## config.mk

```make
export PLATFORM = sky130hd
export DESIGN_NAME = iuvfh_top
export DESIGN_NICKNAME = d
export VERILOG_FILES = /design/src/rtl/iuvfh_delay_sel.v /design/src/rtl/iuvfh_top.v
export VERILOG_INCLUDE_DIRS = /design/src /design/src/inc
export SDC_FILE = /design/constraint.sdc
export NUM_CORES = 1
export LEC_CHECK = 0
export BUFFER_PORTS_ARGS = -buffer_cell sky130_fd_sc_hd__buf_4
export CORE_MARGIN = 5
export CORE_UTILIZATION = 54
export CTS_CLUSTER_DIAMETER = 200
export DETAILED_ROUTE_END_ITERATION = 12
export PLACE_DENSITY = 0.72
export SYNTH_ARGS = -nofsm -noshare
export SYNTH_HDL_FRONTEND = slang
export SYNTH_SLANG_ARGS = --single-unit
```

## constraint.sdc

```tcl
create_clock -name clk_sys_in -period 7 [get_ports clk_sys_in]
set_clock_uncertainty 0.2 [all_clocks]
set_input_delay 1.05 -clock clk_sys_in [delete_from_list [all_inputs] [get_ports clk_sys_in]]
set_output_delay 1.05 -clock clk_sys_in [all_outputs]
set_load 0.005 [all_outputs]
```

## src/inc/iuvfh_defines.vh

```
// Register map, field positions, reset values and timing constants of the input undervoltage handler
`ifndef IUVFH_DEFINES_VH
`define IUVFH_DEFINES_VH

// Register indices; byte address is the index times four
`define IUVFH_IDX_WARN 10'h058
`define IUVFH_IDX_FAULT 10'h059
`define IUVFH_IDX_ACTION 10'h05a
`define IUVFH_IDX_EXP 10'h05b
`define IUVFH_IDX_STATUS 10'h05c
`define IUVFH_IDX_MASK 10'h05d
`define IUVFH_IDX_STATE 10'h05e

// Limit register fields
`define IUVFH_LIM_EXP_MSB 15
`define IUVFH_LIM_EXP_LSB 11
`define IUVFH_LIM_MANT_MSB 10
`define IUVFH_LIM_MANT_LSB 0

// Action register fields
`define IUVFH_ACT_RESP_MSB 7
`define IUVFH_ACT_RESP_LSB 6
`define IUVFH_ACT_RETRY_MSB 5
`define IUVFH_ACT_RETRY_LSB 3
`define IUVFH_ACT_DELAY_MSB 2
`define IUVFH_ACT_DELAY_LSB 0

// Exponent register field
`define IUVFH_EXP_MSB 5
`define IUVFH_EXP_LSB 3

// Response codes
`define IUVFH_RESP_NONE 2'h0
`define IUVFH_RESP_RIDE 2'h1
`define IUVFH_RESP_RETRY 2'h2
`define IUVFH_RESP_HOLD 2'h3

// Retry code for unlimited attempts
`define IUVFH_RETRY_INF 3'h7

// Status and mask bit positions
`define IUVFH_ST_WARN 0
`define IUVFH_ST_FAULT 1
`define IUVFH_ST_SHUT 2
`define IUVFH_ST_LATCH 3

// Reset values
`define IUVFH_RST_MANT 11'h000
`define IUVFH_RST_ACTION 8'h00
`define IUVFH_RST_EXP 3'h0
`define IUVFH_RST_MASK 4'h0

// Timing: clock rate and delay times in milliseconds
`define IUVFH_CLK_HZ 20000000
`define IUVFH_MS_PER_S 1000
`define IUVFH_CYC_PER_MS (`IUVFH_CLK_HZ / `IUVFH_MS_PER_S)
`define IUVFH_DT1_BASE_MS 10
`define IUVFH_DT2_MS_0 252
`define IUVFH_DT2_MS_1 558
`define IUVFH_DT2_MS_2 924
`define IUVFH_DT2_MS_3 1260
`define IUVFH_DT2_MS_4 1596
`define IUVFH_DT2_MS_5 1932
`define IUVFH_DT2_MS_6 2268
`define IUVFH_DT2_MS_7 2604

`endif

```

## src/rtl/iuvfh_delay_sel.v

```verilog
// Delay code to cycle count lookup for ride-through and restart spacing
`timescale 1ns/10ps
`include "iuvfh_defines.vh"

module iuvfh_delay_sel #(
  parameter CYCLES_PER_MS = `IUVFH_CYC_PER_MS,
  parameter CNT_W = 26
) (
  // Clock and reset
  input wire clk_sys_in,
  input wire rst_n_in,
  // Delay code
  input wire [2:0] code_in,
  // Cycle counts
  output reg [CNT_W-1:0] dt1_cyc_out,
  output reg [CNT_W-1:0] dt2_cyc_out
);

  reg [31:0] dt1_ms;
  reg [31:0] dt2_ms;
  reg [31:0] dt1_full;
  reg [31:0] dt2_full;

  always @* begin
    dt1_ms = `IUVFH_DT1_BASE_MS << code_in;
    case (code_in)
      3'h0: dt2_ms = `IUVFH_DT2_MS_0;
      3'h1: dt2_ms = `IUVFH_DT2_MS_1;
      3'h2: dt2_ms = `IUVFH_DT2_MS_2;
      3'h3: dt2_ms = `IUVFH_DT2_MS_3;
      3'h4: dt2_ms = `IUVFH_DT2_MS_4;
      3'h5: dt2_ms = `IUVFH_DT2_MS_5;
      3'h6: dt2_ms = `IUVFH_DT2_MS_6;
      default: dt2_ms = `IUVFH_DT2_MS_7;
    endcase
    dt1_full = dt1_ms * CYCLES_PER_MS;
    dt2_full = dt2_ms * CYCLES_PER_MS;
  end

  always @(posedge clk_sys_in or negedge rst_n_in) begin
    if (!rst_n_in) begin
      dt1_cyc_out <= {CNT_W{1'b1}};
      dt2_cyc_out <= {CNT_W{1'b1}};
    end else begin
      dt1_cyc_out <= dt1_full[CNT_W-1:0];
      dt2_cyc_out <= dt2_full[CNT_W-1:0];
    end
  end

endmodule // iuvfh_delay_sel

```

## src/rtl/iuvfh_top.v

```verilog
// Input undervoltage supervision with programmable fault response behind an APB slave
//
// The implementer's own choice: the APB interface to the registers.
`timescale 1ns/10ps
`include "iuvfh_defines.vh"

// Behaviour
// - Warning raised when measured input voltage is below the warning threshold.
// - Fault declared when measured input voltage is below the fault threshold.
// - Limit bits 15..11 read back the shared exponent; threshold is mantissa times 2^N.
// - Limit bits 10..0 hold a writable, readable 11-bit mantissa.
// - Action bits 7..6 select the fault response; code 00 takes no action.
// - Code 01 rides through for Delay Time 1, then follows retry setting.
// - Code 10 shuts the output down at once, then retries per retry setting.
// - Code 11 holds the output off while the fault persists, then re-enables.
// - Retry field bits 5..3 counts restarts; exhausted retries keep output off.
// - A latched fault clears only by reset, power-off/on or bias loss.
// - Restart attempts are spaced by Delay Time 2 from bits 2..0.
// - Delay Time 1 is 10 ms doubling per code; Delay Time 2 from 252 ms.
module iuvfh_top #(
  parameter CYCLES_PER_MS = `IUVFH_CYC_PER_MS,
  parameter CNT_W = 26,
  parameter MANT_W = 11
) (
  // Clock and reset
  input wire clk_sys_in,
  input wire rst_n_in,
  // APB slave
  input wire psel_in,
  input wire penable_in,
  input wire pwrite_in,
  input wire [11:0] paddr_in,
  input wire [31:0] pwdata_in,
  output reg [31:0] prdata_out,
  output reg pready_out,
  output reg pslverr_out,
  // Measured input voltage, mantissa in the shared exponent
  input wire [MANT_W-1:0] input_voltage_in,
  input wire input_voltage_vld_in,
  // Power-on request; low then high is a power cycle
  input wire power_on_in,
  // Status outputs
  output reg output_enable_out,
  output reg uv_warning_out,
  output reg uv_fault_out,
  output reg irq_out
);

  localparam S_RUN = 6'h01;
  localparam S_RIDE = 6'h02;
  localparam S_WAIT = 6'h04;
  localparam S_LATCH = 6'h08;
  localparam S_HOLD = 6'h10;
  localparam S_OFF = 6'h20;

  reg [MANT_W-1:0] warn_mant_q;
  reg [MANT_W-1:0] fault_mant_q;
  reg [7:0] action_q;
  reg [2:0] exp_q;
  reg [3:0] status_q;
  reg [3:0] status_d;
  reg [3:0] mask_q;
  reg [5:0] state_q;
  reg [5:0] state_d;
  reg [CNT_W-1:0] cnt_q;
  reg [CNT_W-1:0] cnt_d;
  reg [2:0] retry_q;
  reg [2:0] retry_d;
  reg warn_lvl_q;
  reg fault_lvl_q;
  reg warn_lvl_d;
  reg fault_lvl_d;
  reg ev_shut;
  reg ev_latch;
  reg [31:0] rd_d;
  reg hit_d;

  wire [1:0] resp = action_q[`IUVFH_ACT_RESP_MSB:`IUVFH_ACT_RESP_LSB];
  wire [2:0] retry_code = action_q[`IUVFH_ACT_RETRY_MSB:`IUVFH_ACT_RETRY_LSB];
  wire [2:0] delay_code = action_q[`IUVFH_ACT_DELAY_MSB:`IUVFH_ACT_DELAY_LSB];
  wire [CNT_W-1:0] dt1_cyc;
  wire [CNT_W-1:0] dt2_cyc;
  wire [CNT_W-1:0] cnt_inc = cnt_q + {{(CNT_W-1){1'b0}}, 1'b1};
  wire [9:0] idx = paddr_in[11:2];
  wire setup = psel_in & ~penable_in;
  wire wr_en = psel_in & penable_in & pready_out & pwrite_in & ~pslverr_out;
  wire [4:0] exp_field = {2'b00, exp_q};
  wire retry_left = (retry_code == `IUVFH_RETRY_INF) | (retry_q < retry_code);

  // Delay code lookup
  iuvfh_delay_sel #(
    .CYCLES_PER_MS(CYCLES_PER_MS),
    .CNT_W(CNT_W)
  ) u_delay_sel (
    .clk_sys_in(clk_sys_in),
    .rst_n_in(rst_n_in),
    .code_in(delay_code),
    .dt1_cyc_out(dt1_cyc),
    .dt2_cyc_out(dt2_cyc)
  );

  // Read mux and address decode
  always @* begin
    rd_d = 32'h0000_0000;
    hit_d = 1'b1;
    case (idx)
      `IUVFH_IDX_WARN: rd_d = {16'h0000, exp_field, warn_mant_q};
      `IUVFH_IDX_FAULT: rd_d = {16'h0000, exp_field, fault_mant_q};
      `IUVFH_IDX_ACTION: rd_d = {24'h000000, action_q};
      `IUVFH_IDX_EXP: rd_d = {26'h0, exp_q, 3'h0};
      `IUVFH_IDX_STATUS: rd_d = {28'h0000000, status_q};
      `IUVFH_IDX_MASK: rd_d = {28'h0000000, mask_q};
      `IUVFH_IDX_STATE: rd_d = {19'h0, state_q, retry_q, output_enable_out, fault_lvl_q, warn_lvl_q, 1'b0};
      default: hit_d = 1'b0;
    endcase
  end

  // APB handshake, one cycle setup then ready
  always @(posedge clk_sys_in or negedge rst_n_in) begin
    if (!rst_n_in) begin
      pready_out <= 1'b0;
      pslverr_out <= 1'b0;
      prdata_out <= 32'h0000_0000;
    end else begin
      pready_out <= setup;
      pslverr_out <= setup & ~hit_d;
      if (setup) begin
        prdata_out <= (hit_d & ~pwrite_in) ? rd_d : 32'h0000_0000;
      end
    end
  end

  // Writable registers
  always @(posedge clk_sys_in or negedge rst_n_in) begin
    if (!rst_n_in) begin
      warn_mant_q <= `IUVFH_RST_MANT;
      fault_mant_q <= `IUVFH_RST_MANT;
      action_q <= `IUVFH_RST_ACTION;
      exp_q <= `IUVFH_RST_EXP;
      mask_q <= `IUVFH_RST_MASK;
    end else if (wr_en) begin
      if (idx == `IUVFH_IDX_WARN) begin
        warn_mant_q <= pwdata_in[`IUVFH_LIM_MANT_MSB:`IUVFH_LIM_MANT_LSB];
      end
      if (idx == `IUVFH_IDX_FAULT) begin
        fault_mant_q <= pwdata_in[`IUVFH_LIM_MANT_MSB:`IUVFH_LIM_MANT_LSB];
      end
      if (idx == `IUVFH_IDX_ACTION) begin
        action_q <= pwdata_in[7:0];
      end
      if (idx == `IUVFH_IDX_EXP) begin
        exp_q <= pwdata_in[`IUVFH_EXP_MSB:`IUVFH_EXP_LSB];
      end
      if (idx == `IUVFH_IDX_MASK) begin
        mask_q <= pwdata_in[3:0];
      end
    end
  end

  // Threshold comparison; both sides share exponent N so mantissas compare directly
  always @* begin
    warn_lvl_d = warn_lvl_q;
    fault_lvl_d = fault_lvl_q;
    if (input_voltage_vld_in) begin
      warn_lvl_d = input_voltage_in < warn_mant_q;
      fault_lvl_d = input_voltage_in < fault_mant_q;
    end
  end

  // Fault response sequencer
  always @* begin
    state_d = state_q;
    cnt_d = cnt_q;
    retry_d = retry_q;
    ev_shut = 1'b0;
    ev_latch = 1'b0;
    if (!power_on_in) begin
      state_d = S_OFF;
      cnt_d = {CNT_W{1'b0}};
      retry_d = 3'h0;
    end else begin
      case (state_q)
        S_OFF: begin
          state_d = S_RUN;
        end
        S_RUN: begin
          cnt_d = cnt_inc;
          if (fault_lvl_q) begin
            cnt_d = {CNT_W{1'b0}};
            case (resp)
              `IUVFH_RESP_RIDE: begin
                state_d = S_RIDE;
              end
              `IUVFH_RESP_RETRY: begin
                ev_shut = 1'b1;
                if (retry_left) begin
                  state_d = S_WAIT;
                end else begin
                  state_d = S_LATCH;
                  ev_latch = 1'b1;
                end
              end
              `IUVFH_RESP_HOLD: begin
                state_d = S_HOLD;
                ev_shut = 1'b1;
              end
              default: begin
                state_d = S_RUN;
              end
            endcase
          end else if (cnt_inc >= dt2_cyc) begin
            cnt_d = {CNT_W{1'b0}};
            retry_d = 3'h0;
          end
        end
        S_RIDE: begin
          cnt_d = cnt_inc;
          if (!fault_lvl_q) begin
            state_d = S_RUN;
            cnt_d = {CNT_W{1'b0}};
          end else if (cnt_inc >= dt1_cyc) begin
            cnt_d = {CNT_W{1'b0}};
            ev_shut = 1'b1;
            if (retry_left) begin
              state_d = S_WAIT;
            end else begin
              state_d = S_LATCH;
              ev_latch = 1'b1;
            end
          end
        end
        S_WAIT: begin
          cnt_d = cnt_inc;
          if (cnt_inc >= dt2_cyc) begin
            state_d = S_RUN;
            cnt_d = {CNT_W{1'b0}};
            if (retry_code != `IUVFH_RETRY_INF) begin
              retry_d = retry_q + 3'h1;
            end
          end
        end
        S_HOLD: begin
          if (!fault_lvl_q) begin
            state_d = S_RUN;
            cnt_d = {CNT_W{1'b0}};
          end
        end
        S_LATCH: begin
          state_d = S_LATCH;
        end
        default: begin
          state_d = S_OFF;
          cnt_d = {CNT_W{1'b0}};
          retry_d = 3'h0;
        end
      endcase
    end
  end

  // Sticky status, write one to clear, set wins
  always @* begin
    status_d = status_q;
    if (wr_en && idx == `IUVFH_IDX_STATUS) begin
      status_d = status_q & ~pwdata_in[3:0];
    end
    if (warn_lvl_d && !warn_lvl_q) begin
      status_d[`IUVFH_ST_WARN] = 1'b1;
    end
    if (fault_lvl_d && !fault_lvl_q) begin
      status_d[`IUVFH_ST_FAULT] = 1'b1;
    end
    if (ev_shut) begin
      status_d[`IUVFH_ST_SHUT] = 1'b1;
    end
    if (ev_latch) begin
      status_d[`IUVFH_ST_LATCH] = 1'b1;
    end
  end

  // State and output flops
  always @(posedge clk_sys_in or negedge rst_n_in) begin
    if (!rst_n_in) begin
      state_q <= S_OFF;
      cnt_q <= {CNT_W{1'b0}};
      retry_q <= 3'h0;
      warn_lvl_q <= 1'b0;
      fault_lvl_q <= 1'b0;
      status_q <= 4'h0;
      output_enable_out <= 1'b0;
      uv_warning_out <= 1'b0;
      uv_fault_out <= 1'b0;
      irq_out <= 1'b0;
    end else begin
      state_q <= state_d;
      cnt_q <= cnt_d;
      retry_q <= retry_d;
      warn_lvl_q <= warn_lvl_d;
      fault_lvl_q <= fault_lvl_d;
      status_q <= status_d;
      output_enable_out <= (state_d == S_RUN) | (state_d == S_RIDE);
      uv_warning_out <= warn_lvl_d;
      uv_fault_out <= fault_lvl_d;
      irq_out <= |(status_q & mask_q);
    end
  end

endmodule // iuvfh_top

```

* Word-level counts from Yosys, hierarchy flattened *
Cells that the tools add are included.

cells by class
  $add $sub $neg = 2
  $mul = 2
  divide/modulo/power cells = 0
  order comparisons = 5
  eq/ne operators = 33
  shift operators = 1
  mux-type cells = 46
  bitwise gates (word level) = 16
  reductions and logical operators = 22

operator list
  kind                      count
  $mux W26                  6
  $pmux W26 S5              1
  $pmux W14 S7              1
  $pmux W12 S7              1
  $eq A10 B7 Y1 const B     7
  $ge A26 B26 Y1            2
  $mux W6                   6
  $pmux W6 S6               1
  $mul A32 B10 Y21 const B  1
  $mux W32                  1
  $shl A4 B3 Y32 const A    1
  $add A26 B1 Y26 const B   1
  $lt A11 B11 Y1            2
  $mul A12 B10 Y21 const B  1
  $mux W1                   18
  $ne A3 B3 Y1 const B      6
  $mux W3                   5
  $pmux W5 S3               1
  $eq A3 B3 Y1 const B      4
  $eq A6 B1 Y1 const B      2
  $eq A6 B2 Y1 const B      2
  $reduce_and A2 Y1         6
  $pmux W3 S3               1
  $and A4 B4 Y4             2
  25 further kinds          48

storage, ports and cells
  register bits after elaboration = 166
  latch bits = 0
  bits in writable memories = 0
  bits in read-only memories = 0
  bits of input ports = 62
  output and inout bits = 38
  logic and storage cells = 148
  memories kept = 0

* Depth between registers and ports, before layout *
  depth after elaboration = 9
  mapped depth = 19
  depth with buffers taken out = 19

* Cells and area by module *
From an unflattened synthesis, not the netlist that was laid out.

unflattened totals
  cells, all modules = 1222
  area, all modules = 11454.7 um2

modules (own cells, without submodules)
  module           times used  cells an instance  area an instance (um2)  sequential area each (um2)
  iuvfh_top        1           775                7146.9                  2403.6
  iuvfh_delay_sel  1           447                4307.9                  998.5

* Worst setup path before layout *
Ideal clock, no wire load.

  path type = reg-to-reg
  start point = register action_q[0]
  end point = register u_delay_sel.dt2_cyc_out[25]
  library setup time = 0.075 ns
  data arrival time = 5.039 ns
  required time = 6.725 ns
  slack = 1.686 ns
  stages on the path, launching flop included = 18
  path buffers = 1
  clock period less this slack = 5.314 ns
  cells stage by stage = dfrtp_1 -> buf_2 -> clkinv_1 -> ha_1 -> o21ai_0 -> inv_1 -> fa_1 -> ha_1 -> fa_1 -> ha_1 -> ha_1 -> ha_1 -> or2_2 -> nor2_1 -> nor3_1 -> or4b_1 -> a31oi_1 -> xnor2_1

on the way
  cells in the longest elaborated chain, start to end = 3
  elaborated cells on any way between the ends = 9
  those cells by class = mul (1); eq/ne (6); mux (1); reduce/logical (1)

RTL lines
  item                                        line                  text
  start, declared                             iuvfh_top.v:58        reg [7:0] action_q;
  start signal, assigned                      iuvfh_top.v:138       action_q <= `IUVFH_RST_ACTION;
  start signal, assigned                      iuvfh_top.v:149       action_q <= pwdata_in[7:0];
  $eq A3 B3 Y1, or another cell as far along  iuvfh_delay_sel.v:26  case (code_in)
  $pmux W12 S7 *                              iuvfh_delay_sel.v:26
  $mul A12 B10 Y21 *                          iuvfh_delay_sel.v:37  dt2_full = dt2_ms * CYCLES_PER_MS;
  net u_delay_sel.dt2_full[25]                iuvfh_delay_sel.v:22  reg [31:0] dt2_full;
  end signal, assigned                        iuvfh_delay_sel.v:43  dt2_cyc_out <= {CNT_W{1'b1}};
  end signal, assigned                        iuvfh_delay_sel.v:46  dt2_cyc_out <= dt2_full[CNT_W-1:0];
  end, declared                               iuvfh_delay_sel.v:16  output reg [CNT_W-1:0] dt2_cyc_out

Mark *: on every way through the listed nets, which the timed path passes. The rest lies on a longest branch.
A chain may end at the register's enable or synchronous reset.

* Worst setup path in the final report *
  start point = register action_q[1]
  end point = register u_delay_sel.dt1_cyc_out[25]

on the way
  cells in the longest elaborated chain, start to end = 2

RTL lines
  item                          line                  text
  $shl A4 B3 Y32 (no line)      --
  $mul A32 B10 Y21              iuvfh_delay_sel.v:36  dt1_full = dt1_ms * CYCLES_PER_MS;
  net u_delay_sel.dt1_full[25]  iuvfh_delay_sel.v:21  reg [31:0] dt1_full;
  end signal, assigned          iuvfh_delay_sel.v:42  dt1_cyc_out <= {CNT_W{1'b1}};
  end signal, assigned          iuvfh_delay_sel.v:45  dt1_cyc_out <= dt1_full[CNT_W-1:0];
  end, declared                 iuvfh_delay_sel.v:15  output reg [CNT_W-1:0] dt1_cyc_out,

The timed path passes the listed nets, and every way through them passes these cells.

==> flow_metrics.tcl <==
set metrics [dict create \
    start_util 0.549 \
    clock-sinks 135 \
    crit_required_ns 7.13 \
    ys_seq_elements 135 \
    cap_violations 0 \
    arrival_ns 5.83 \
    synth_top_area_cell "dfrtp_1" \
    cts_root_buf "clkbuf_16" \
    rsz0062_at_grt "no" \
    fin_ws_ns 1.30 \
    netlist.area_leader.share 0.222 \
    grt_usage 0.228 \
    clockBufferDepth 2 \
    ios 100 \
    worstPathCellList "xnor2_1 > nor2_1 > fa_1 > ha_1 > ha_1 > ha_1 > inv_1 > fa_1 > inv_1 > ha_1 > a21o_1 > a41oi_1 > o21ai_1 > o41ai_1 > o2111ai_1 > a21oi_1 > xnor2_1" \
    power_frac_comb 0.080 \
    grt_overflow 0 \
    worstMarginPinSlew_ns 1.06 \
    seqPwrFrac 0.418 \
    cts_resized 0 \
    drt_wl_total_um 25000 \
    synth_area_per_cell_um2 9.63 \
    fill_cells 1704 \
    dpl.cell_count 1419 \
    p_total_mw 1.93 \
    worstSetupStartpointType "flop" \
    cts_buffers 17 \
    ant_nets 0 \
    dp_slack_ns 1.26 \
    io_buffers 58 \
    yosysUniqueCellTypes 78 \
    setup_tns_ns 0 \
    holdWs_ns 0.279 \
    die-width_um 151 \
    p_sw_frac 0.241 \
    netlist_area_um2 10700 \
    cts_setup_buffers 0 \
    num_rows 51 \
    finalCritPeriodShare 0.814 \
    critPathCaptureType "flop" \
    core_um2 19500 \
    design_area_um2 12000 \
    power_frac_clock 0.502 \
    cts_tree "yes" \
    ys_seq_area_frac 0.320 \
    worst-path-buf-inv 2 \
    hold_viol_final 0 \
    yosys-top-cells-count "ha_1, inv_1, dfrtp_1" \
    fin_nets 1426 \
    grt_pass1_wl_um 41100 \
    instances_no_fill 1451 \
    max_freq_mhz 175 \
    drt_iter0_drc 475 \
    fp.dieArea_um2 22800 \
    setup_viol 0 \
    antenna_found_initial 0 \
    cp_common_cell "ha_1" \
    vias 8207 \
    grt_pass1_vias 8111 \
    placed_cell_area_um2 11400 \
    drive_gt1_frac 0.157 \
    cp_slowest_cell "dfrtp_1" \
    die_height_um 151 \
    antenna_cells 0 \
    hold_buffers 0 \
    cp_max_fo 16 \
    peakVddDrop_mv 0.144 \
    yosysMostFrequentCell "ha_1" \
    wl_per_cell_um 17.2 \
    status "complete, no violations" \
    synthArstFlopShare 1.00 \
    gp_congestion 0.891 \
    crit_path_max_incr_delay_ns 0.73 \
    p_per_area_nw_per_um2 161 \
    routed_via_density 5.66 \
    synth-edff-count 0 \
    synth_ff_type "dfrtp_1" \
    criticalPathCategory "reg2reg" \
    ys_warn_count 0 \
    leakagePower_nw 6.04 \
    cp_top_family "adder cells" \
    finalCriticalPeriod_ns 5.70 \
    drc 0 \
    hold_class "reg2reg" \
    firstDrtPassIters 6 \
    p_int_mw 1.46 \
    syn_to_final_growth_pct 12.1 \
    syn_inst 1113 \
    synth_area_leaders "dfrtp_1, ha_1, dfstp_2" \
    h-tree-depth 4 \
    p_sw_mw 0.464 \
    insertion_delay_ns 0.42 \
    hpwl_um 19500 \
    final_util 0.615 \
    clk_pin_slew_worst_paths_ns 0.06 \
    grt_max_degree 76 \
    worst_slew_margin_rel 0.288 \
    slew_viol_final 0 \
]
cells in the final DEF (no fill, tap or decap), drive strengths merged, types with 21 or more instances in the layout:
master,synthesis,layout
nor3,21,21
mux2,25,25
ha,165,165
dfstp,40,40
xnor2,37,37
dfrtp,95,95
nand3,32,32
a21o,28,28
inv,134,137
nand2,67,67
fa,26,26
a21oi,49,49
o21ai,55,55
buf,28,68
nor2,66,66
metal layers:
layer,share of wire,routed length (um),global-route usage,vias to the layer above
li1,-,-,-,4025
met1,0.43,10900,0.299,3940
met2,0.50,12500,0.386,204
met3,0.045,1120,0.0371,38
met4,0.023,567,0.0743,0
met5,0,0,0,-
path summary, 6_finish.rpt:
check / startpoint / slack [ns] / endpoint / cells past startpoint
max in group asynchronous: rst_n_in / 4.94 / warn_mant_q[2] / 2
hold reg to reg: prdata_out[2] / 0.28 / prdata_out[2] / 1
setup reg to reg: action_q[1] / 1.30 / u_delay_sel.dt1_cyc_out[25] / 17
hold / removal: prdata_out[2] / 0.28 / prdata_out[2] / 1
min in group asynchronous: rst_n_in / 0.44 / cnt_q[15] / 1
setup / recovery: action_q[1] / 1.30 / u_delay_sel.dt1_cyc_out[25] / 17
cells by family (layout without fill, tap and decap cells):
family	Yosys count	in the layout	share of synthesized area
AOI/OAI and AO/OA	253	253	0.168
xor gates and xnor gates	52	52	0.0425
muxes	27	27	0.0281
adders and majority gates	191	191	0.241
and+or+nand+nor	272	272	0.128
other	1	20	0.000350
DFF	135	135	0.320
buffers and inverters	182	236	0.0727
power groups by stage:
stage,logic [mW],registers (mW),clock network [mW]
finish,0.154,0.807,0.968
CTS,0.156,0.807,0.977
floorplan,0.0955,0.814,0
global route,0.175,0.808,1.01
detailed placement,0.154,0.820,0
global placement,0.152,0.820,0
flip-flops by register name, indices dropped and copies added (netlist names):
register	cells
fault_mant_q	11
action_q	8
warn_lvl_q	1
status_q	4
exp_q	3
mask_q	4
pslverr_out	1
irq_out	1
u_delay_sel.dt2_cyc_out	18
prdata_out	14
fault_lvl_q	1
u_delay_sel.dt1_cyc_out	21
retry_q	3
warn_mant_q	11
pready_out	1
cnt_q	26
output_enable_out	1
state_q	6
final cells by class:
cell class                      count  area [um^2]  area share
Clock buffer                       19          443      0.0369
Timing Repair Buffer               68          514      0.0428
Multi-Input combinational cell    815         6590       0.549
Sequential cell                   135         3430       0.285
Inverter                          136          510      0.0425
Clock inverter                     13          195      0.0162
Tap cell                          265          332      0.0276
No activity file was read; power rests on OpenSTA's default activity.
